## config.mk

```make
export PLATFORM = sky130hd
export DESIGN_NAME = rxosr_status_regs
export DESIGN_NICKNAME = d
export VERILOG_FILES = /design/src/rxosr_pkg.sv /design/src/rxosr_status_regs.sv
export SDC_FILE = /design/constraint.sdc
export NUM_CORES = 1
export LEC_CHECK = 0
export BUFFER_PORTS_ARGS = -buffer_cell sky130_fd_sc_hd__buf_2
export CORE_AREA = 4 4 49 51
export CTS_CLUSTER_SIZE = 8
export DETAILED_ROUTE_END_ITERATION = 7
export DIE_AREA = 0 0 53 55
export HOLD_SLACK_MARGIN = 0.06
export PLACE_DENSITY = 0.81
export SLEW_MARGIN = 20
export SYNTH_ARGS = -nofsm -noshare
export SYNTH_HDL_FRONTEND = slang
export SYNTH_SLANG_ARGS = --single-unit
```

## constraint.sdc

```tcl
create_clock -name clk -period 0.9 [get_ports clk]
set_input_delay 0.135 -clock clk [delete_from_list [all_inputs] [get_ports clk]]
set_output_delay 0.135 -clock clk [all_outputs]
set_load 0.05 [all_outputs]
```

## src/rxosr_pkg.sv

```systemverilog
// Constants, field layouts and carrier types for the receive overhead status bank.
// Assumes one system clock shared by the processor port and the detectors.
// What this block does
// - Line bit 7 mirrors live pointer loss.
// - Line bit 6 latches protection byte change.
// - Line bits 5,4 mirror alarm, remote defect.
// - Line bits 3,2 latch parity, far-end errors.
// - Line bit 1 writable line datalink enable.
// - Line bit 0 writable section datalink enable.
// - Event bits report since last read, cleared.
// - Condition bits mirror detectors, unaffected by reads.
// - Path bits 7,6 mirror alarm, remote defect.
// - Path bits 5,4 latch parity, far-end errors.
// - Path bits 3,2 mirror mismatch, unequipped.
// - Reserved bits read zero.
// - Protection register zero in local-area variants.
// - Protection bit 4 latches switching failure.
// - Protection bits 1,0 mirror failure, degradation.
package rxosr_pkg;

  // Register offsets on the processor port
  localparam logic [7:0] LINE_OFS = 8'h46;
  localparam logic [7:0] PATH_OFS = 8'h47;
  localparam logic [7:0] APS_OFS  = 8'h4a;

  // Line overhead status bit positions
  localparam int LN_LOP_BIT   = 7;
  localparam int LN_PROTECTION_BYTES_CHANGED_BIT  = 6;
  localparam int LN_AIS_BIT   = 5;
  localparam int LN_RDI_BIT   = 4;
  localparam int LN_B2_BIT    = 3;
  localparam int LN_FEBE_BIT  = 2;
  localparam int LN_LDL_BIT   = 1;
  localparam int LN_SDL_BIT   = 0;

  // Path overhead status bit positions
  localparam int PT_AIS_BIT   = 7;
  localparam int PT_RDI_BIT   = 6;
  localparam int PT_B3_BIT    = 5;
  localparam int PT_FEBE_BIT  = 4;
  localparam int PT_PLM_BIT   = 3;
  localparam int PT_UNEQ_BIT  = 2;

  // Protection switch status bit positions
  localparam int AP_PROTECTION_SWITCH_FAILURE_BIT  = 4;
  localparam int AP_SF_BIT    = 1;
  localparam int AP_SD_BIT    = 0;

  // Which bits of each register are sticky events
  localparam logic [7:0] LINE_EVT_MASK = 8'h4c;
  localparam logic [7:0] PATH_EVT_MASK = 8'h30;
  localparam logic [7:0] APS_EVT_MASK  = 8'h10;

  // Reset values and the answer to an unmapped read
  localparam logic [7:0] STICKY_RST = 8'h00;
  localparam logic [7:0] RDATA_RST  = 8'h00;
  localparam logic [7:0] UNMAPPED   = 8'h00;
  localparam logic       CTRL_RST   = 1'b0;

  // One processor access, sampled on clk
  typedef struct packed {
    logic       cs;     // Chip select
    logic       rd;     // Read strobe, one cycle per access
    logic       wr;     // Write strobe, one cycle per access
    logic [7:0] addr;   // Register offset
    logic [7:0] wdata;  // Write data
  } rxosr_bus_t;

  // Detector outputs: levels for conditions, one-cycle pulses for events
  typedef struct packed {
    logic pointer_lost;
    logic protection_bytes_changed;
    logic line_alarm_indication;
    logic line_remote_defect;
    logic line_parity_error;
    logic line_far_end_block_error;
    logic path_alarm_indication;
    logic path_remote_defect;
    logic path_parity_error;
    logic path_far_end_block_error;
    logic path_label_mismatch;
    logic path_unequipped;
    logic protection_switch_failure;
    logic signal_failure;
    logic signal_degradation;
  } rxosr_det_t;

endpackage : rxosr_pkg

```

## src/rxosr_status_regs.sv

```systemverilog
// Receive line, path and protection status registers on the processor port.
// Assumes bus strobes and detector outputs are synchronous to clk.
`timescale 1ns/1ps

module rxosr_status_regs #(
  parameter bit WAN_VARIANT = 1'b1            // 1 = wide-area part, protection reg active
) (
  input  logic                  clk,                          // System clock, 50 MHz
  input  logic                  rst_n,                        // Async reset, active low
  input  rxosr_pkg::rxosr_bus_t bus_i,                        // Processor access
  input  rxosr_pkg::rxosr_det_t det_i,                        // Detector conditions and events
  output logic [7:0]            rdata_q,                      // Read data, valid with rd_valid_q
  output logic                  rd_valid_q,                   // Read data strobe
  output logic                  line_datalink_rx_enable_q,    // Enables D4..D12 reception
  output logic                  section_datalink_rx_enable_q  // Enables D1..D3 reception
);

  // Register hit decode, shared by read, clear and write paths
  function automatic logic hit(input rxosr_pkg::rxosr_bus_t b, input logic [7:0] ofs);
    hit = b.cs && (b.addr == ofs);
  endfunction : hit

  // Sticky update: a new event always wins over the clearing read
  function automatic logic [7:0] sticky_next(input logic [7:0] q, input logic [7:0] ev,
                                             input logic clr, input logic [7:0] mask);
    sticky_next = ((clr ? rxosr_pkg::STICKY_RST : q) | ev) & mask;
  endfunction : sticky_next

  logic       rd_line;
  logic       rd_path;
  logic       rd_aps;
  logic       wr_line;
  logic [7:0] line_ev;
  logic [7:0] path_ev;
  logic [7:0] aps_ev;
  logic [7:0] line_live;
  logic [7:0] path_live;
  logic [7:0] aps_live;
  logic [7:0] line_evt_q;
  logic [7:0] path_evt_q;
  logic [7:0] aps_evt_q;
  logic [7:0] line_evt_d;
  logic [7:0] path_evt_d;
  logic [7:0] aps_evt_d;
  logic [7:0] rdata_d;

  // Access decode
  assign rd_line = hit(bus_i, rxosr_pkg::LINE_OFS) && bus_i.rd;
  assign rd_path = hit(bus_i, rxosr_pkg::PATH_OFS) && bus_i.rd;
  assign rd_aps  = hit(bus_i, rxosr_pkg::APS_OFS) && bus_i.rd;
  assign wr_line = hit(bus_i, rxosr_pkg::LINE_OFS) && bus_i.wr;

  // Event pulses placed at their register positions
  always_comb begin
    line_ev = 8'h00;
    path_ev = 8'h00;
    aps_ev  = 8'h00;
    line_ev[rxosr_pkg::LN_PROTECTION_BYTES_CHANGED_BIT] = det_i.protection_bytes_changed;
    line_ev[rxosr_pkg::LN_B2_BIT]   = det_i.line_parity_error;
    line_ev[rxosr_pkg::LN_FEBE_BIT] = det_i.line_far_end_block_error;
    path_ev[rxosr_pkg::PT_B3_BIT]   = det_i.path_parity_error;
    path_ev[rxosr_pkg::PT_FEBE_BIT] = det_i.path_far_end_block_error;
    // Local-area parts never see the switching failure
    aps_ev[rxosr_pkg::AP_PROTECTION_SWITCH_FAILURE_BIT]  = WAN_VARIANT && det_i.protection_switch_failure;
  end

  // Live bits: detector conditions read straight through and never stored, plus the two datalink enables
  always_comb begin
    line_live = 8'h00;
    path_live = 8'h00;
    aps_live  = 8'h00;
    line_live[rxosr_pkg::LN_LOP_BIT] = det_i.pointer_lost;
    line_live[rxosr_pkg::LN_AIS_BIT] = det_i.line_alarm_indication;
    line_live[rxosr_pkg::LN_RDI_BIT] = det_i.line_remote_defect;
    line_live[rxosr_pkg::LN_LDL_BIT] = line_datalink_rx_enable_q;
    line_live[rxosr_pkg::LN_SDL_BIT] = section_datalink_rx_enable_q;
    path_live[rxosr_pkg::PT_AIS_BIT]  = det_i.path_alarm_indication;
    path_live[rxosr_pkg::PT_RDI_BIT]  = det_i.path_remote_defect;
    path_live[rxosr_pkg::PT_PLM_BIT]  = det_i.path_label_mismatch;
    path_live[rxosr_pkg::PT_UNEQ_BIT] = det_i.path_unequipped;
    aps_live[rxosr_pkg::AP_SF_BIT] = WAN_VARIANT && det_i.signal_failure;
    aps_live[rxosr_pkg::AP_SD_BIT] = WAN_VARIANT && det_i.signal_degradation;
  end

  // Next sticky state; reads of the register clear only its own events
  assign line_evt_d = sticky_next(line_evt_q, line_ev, rd_line, rxosr_pkg::LINE_EVT_MASK);
  assign path_evt_d = sticky_next(path_evt_q, path_ev, rd_path, rxosr_pkg::PATH_EVT_MASK);
  assign aps_evt_d  = sticky_next(aps_evt_q, aps_ev, rd_aps, rxosr_pkg::APS_EVT_MASK);

  // Sticky event storage
  always_ff @(posedge clk or negedge rst_n) begin
    if (!rst_n) begin
      line_evt_q <= rxosr_pkg::STICKY_RST;
      path_evt_q <= rxosr_pkg::STICKY_RST;
      aps_evt_q  <= rxosr_pkg::STICKY_RST;
    end else begin
      line_evt_q <= line_evt_d;
      path_evt_q <= path_evt_d;
      aps_evt_q  <= aps_evt_d;
    end
  end

  // Datalink enables; only bits 1 and 0 of the line register take writes
  always_ff @(posedge clk or negedge rst_n) begin
    if (!rst_n) begin
      line_datalink_rx_enable_q    <= rxosr_pkg::CTRL_RST;
      section_datalink_rx_enable_q <= rxosr_pkg::CTRL_RST;
    end else if (wr_line) begin
      line_datalink_rx_enable_q    <= bus_i.wdata[rxosr_pkg::LN_LDL_BIT];
      section_datalink_rx_enable_q <= bus_i.wdata[rxosr_pkg::LN_SDL_BIT];
    end
  end

  // Read mux; sticky bits are reported before the clear lands
  always_comb begin
    if (rd_line) begin
      rdata_d = line_live | line_evt_q;
    end else if (rd_path) begin
      rdata_d = path_live | path_evt_q;
    end else if (rd_aps) begin
      rdata_d = aps_live | aps_evt_q;
    end else begin
      rdata_d = rxosr_pkg::UNMAPPED;
    end
  end

  // Registered read answer, one cycle after the strobe
  always_ff @(posedge clk or negedge rst_n) begin
    if (!rst_n) begin
      rdata_q    <= rxosr_pkg::RDATA_RST;
      rd_valid_q <= 1'b0;
    end else begin
      rdata_q    <= rdata_d;
      rd_valid_q <= bus_i.cs && bus_i.rd;
    end
  end

  // Helper: which register the last read addressed
  logic rd_line_q;
  logic rd_path_q;
  logic rd_aps_q;
  always_ff @(posedge clk or negedge rst_n) begin
    if (!rst_n) begin
      rd_line_q <= 1'b0;
      rd_path_q <= 1'b0;
      rd_aps_q  <= 1'b0;
    end else begin
      rd_line_q <= rd_line;
      rd_path_q <= rd_path;
      rd_aps_q  <= rd_aps;
    end
  end
endmodule : rxosr_status_regs

```

==> impl_metrics.py <==
metrics = {
    "global_route": {
        "track_usage_pct": 15.3,
        "grt_pass1_vias": 757,
        "gr-total-overflow": 0,
        "antenna_found_initial": 0,
        "grt_max_degree": 18,
        "grt_pass1_wl_um": 3170,
    },
    "critical_path": {
        "crit_chain": "buf_6",
        "required_ns": 0.76,
        "crit_path_end_kind": "primary output",
        "critPathMaxFanout": 2,
        "start_kind": "flop",
        "worstSetupPathType": "flop to primary output",
        "critPathBufInv": 1,
        "max_stage_delay_ns": 0.41,
        "worstPathArrival_ns": 0.85,
        "cp_slowest_cell": "dfrtp_1",
        "cp_top_family": "flip-flops",
    },
    "timing": {
        "final.setup.worst_slack_ns": -0.0871,
        "tightest_slew_ns": 0.378,
        "finalMaxSlewViolations": 0,
        "maxSlewHeadroom_pct": 74.8,
        "fmax_mhz": 1010,
        "hold_violations": 0,
        "fin_crit_sh_pct": 110,
        "rsz0062_at_grt": "true",
        "final.setup_skew_ns": 0.00576,
        "setup_viol": 17,
        "min_period_ns": 0.987,
    },
    "place": {
        "post-place-cells": 139,
        "place.gp.congestion": 0.884,
        "placed_area_um2": 1020,
        "dp_slack_ns": -0.375,
        "dp_hpwl_um": 1420,
        "port_buffers": 40,
    },
    "final_layout": {
        "syn_to_final_growth_pct": 65.7,
        "layout-drive-gt1-share_pct": 52.8,
        "layout.nets": 160,
        "fillers": 146,
        "seq_area_um2": 425,
        "multiInputGateArea_um2": 370,
        "postLayoutCellArea_um2": 1250,
        "insertedDiodeCount": 0,
        "fin_cells": 150,
    },
    "yosys": {
        "synthAdderAreaFrac_pct": 0,
        "ys_seq_area_share_pct": 56.6,
        "synthArstFlopShare_pct": 100,
        "synth-seq-cells": 17,
        "yosysMostFrequentCell": "dfrtp_1",
        "yosys.area.top_type": "dfrtp_1",
        "synth_top_family_by_area": "simple AND/OR/NAND/NOR gates",
        "ys_top_cells_by_count": "17 x dfrtp_1, 16 x nor2_1, 5 x mux2i_1",
        "synth_flop_cell": "dfrtp_1",
        "yosys.area_share.simple_pct": 23.3,
        "synthTopCellsByArea": "dfrtp_1 57%, nor2_1 8.0%, mux2i_1 6.7%",
        "synth.top_cell.area_share_pct": 56.6,
        "synth_xor_area_share_pct": 0,
        "synth.avg_cell_area_um2": 11.1,
        "ys_types": 22,
        "synth_compound_area_share_pct": 8.49,
        "syn-num-nets": 104,
        "synthMuxAreaShare_pct": 9.65,
        "netlist_instances": 68,
        "synth_edf_count": 0,
        "yosysWarningCount": 0,
        "syn_area_um2": 752,
    },
    "route": {
        "routed_via_density": 4.87,
        "routed_wl_um": 2250,
        "num_vias": 731,
        "firstDrtPassIters": 4,
        "wl_per_cell_um": 15.0,
        "drt_iter0_drc": 9,
        "drc": 0,
        "ant_nets": 0,
    },
    "power": {
        "p_int_uw": 1060,
        "seqPwrFrac_pct": 54.7,
        "clkPwrFrac_pct": 28.4,
        "switching_share_pct": 25.0,
        "combPwrFrac_pct": 16.9,
        "p_sw_uw": 353,
        "power_density_nw_per_um2": 1130,
        "leakagePower_uw": 0.000616,
        "vdd_drop_max_v": 0.000780,
    },
    "die": {
        "die_w_um": 53,
        "die-area_um2": 2920,
        "die_y_um": 55,
        "io-pin-count": 47,
        "core-area_um2": 1940,
        "start_util_pct": 38.7,
        "row_count": 16,
    },
    "hold_path": {
        "hp-class": "primary input to flop",
    },
    "run": {
        "max_cap_violations": 0,
    },
    "clocking": {
        "cts_tree": "done",
        "path_clk_slew_ns": 0.10,
        "cts_sinks": 17,
        "clock_path_buffers": 2,
        "insertion_delay_ns": 0.29,
        "cts_buffers": 3,
        "htreeDepth": 1,
        "root_buffer": "clkbuf_4",
    },
    "status": {
        "violations": "setup timing",
        "status": "finished with violations",
    },
}
area by class of cell:
cell class / instances / share of cell area, %
sequential: 17 / 34.1
timing repair buffer: 52 / 30.4
multi-input combinational: 47 / 29.7
tap: 27 / 2.71
clock buffer: 4 / 2.11
inverter: 3 / 0.904
logic make-up after synthesis:
family          Yosys count
flops                    17
buf+inv                   4
simple gates             30
compound gates           10
mux                       7
registers in the layout, indices dropped and copies added (netlist names):
name                          cells
rdata_q                           8
section_datalink_rx_enable_q      1
line_evt_q                        3
aps_evt_q                         1
line_datalink_rx_enable_q         1
path_evt_q                        2
rd_valid_q                        1
path summary, 6_finish.rpt:
kind / startpoint / to / slack, ns / cells after the start
setup / recovery: line_datalink_rx_enable_q / line_datalink_rx_enable_q / -0.09 / 1
hold / removal: bus_i[17] / rd_valid_q / 0.08 / 2
setup reg to reg: section_datalink_rx_enable_q / section_datalink_rx_enable_q / -0.01 / 2
hold reg to reg: aps_evt_q[4] / aps_evt_q[4] / 0.50 / 1
max in group asynchronous: rst_n / line_evt_q[3] / 0.34 / 2
min in group asynchronous: rst_n / rdata_q[0] / 0.29 / 2
power groups by stage:
stage	registers, uW	clock network (uW)	logic (uW)
final	772	400	239
after global routing	773	439	256
after CTS	772	399	219
after detailed placement	786	0	188
after global placement	786	0	183
after floorplan	805	0	51.2
layout by cell type, fill, tap and decap left out:
master / synthesis / layout
a21o_1: 1 / 1
a21oi_2: 0 / 3
a221oi_2: 0 / 1
a22oi_2: 0 / 2
a31oi_1: 2 / 1
a31oi_4: 0 / 1
and2_1: 1 / 1
and3_4: 0 / 1
and3b_1: 2 / 2
and4b_1: 1 / 1
buf_2: 0 / 27
buf_4: 0 / 9
buf_6: 0 / 13
clkbuf_1: 0 / 1
clkbuf_4: 0 / 3
dfrtp_1: 17 / 17
dlygate4sd3_1: 0 / 3
inv_1: 3 / 3
mux2_4: 0 / 2
mux2i_1: 5 / 5
nand2_1: 1 / 1
nand3_1: 3 / 2
nand3_2: 0 / 1
nand4_1: 1 / 1
nand4_2: 1 / 1
nor2_1: 16 / 16
nor2b_1: 2 / 2
nor4b_4: 1 / 1
o21ai_0: 1 / 1
timing repair:
action	4_1_cts	5_1_grt
gates cloned	0	0
hold buffers	3	0
buffers inserted	3	1
setup endpoints to repair	18	26
endpoints found under the hold margin	19	0
pin swaps	3	3
gates resized for setup	26	10
per-stage QoR:
step | hold WS (ns) | total power (uW) | util [%] | TNS, ns
2_1_floorplan | -0.161 | 856 | - | -0.743
3_3_place_gp | 0.0635 | 969 | 52.5 | -3.94
3_5_place_dp | 0.0721 | 974 | 52.5 | -4.46
4_1_cts | 0.0787 | 1390 | 61.1 | -0.711
5_1_grt | 0.0712 | 1470 | 64.2 | -1.56
6_report | 0.0751 | 1410 | 64.2 | -0.850
metal layers:
| metal | up-vias | wire length, um | track usage (%) |
|---|---|---|---|
| met5 | - | 0 | 0 |
| met4 | 0 | 31 | 8.94 |
| met3 | 4 | 136 | 2.14 |
| met2 | 27 | 1270 | 29.3 |
| met1 | 352 | 813 | 15.7 |
| li1 | 348 | - | - |
Note: power is estimated with default switching activity, not from simulation.
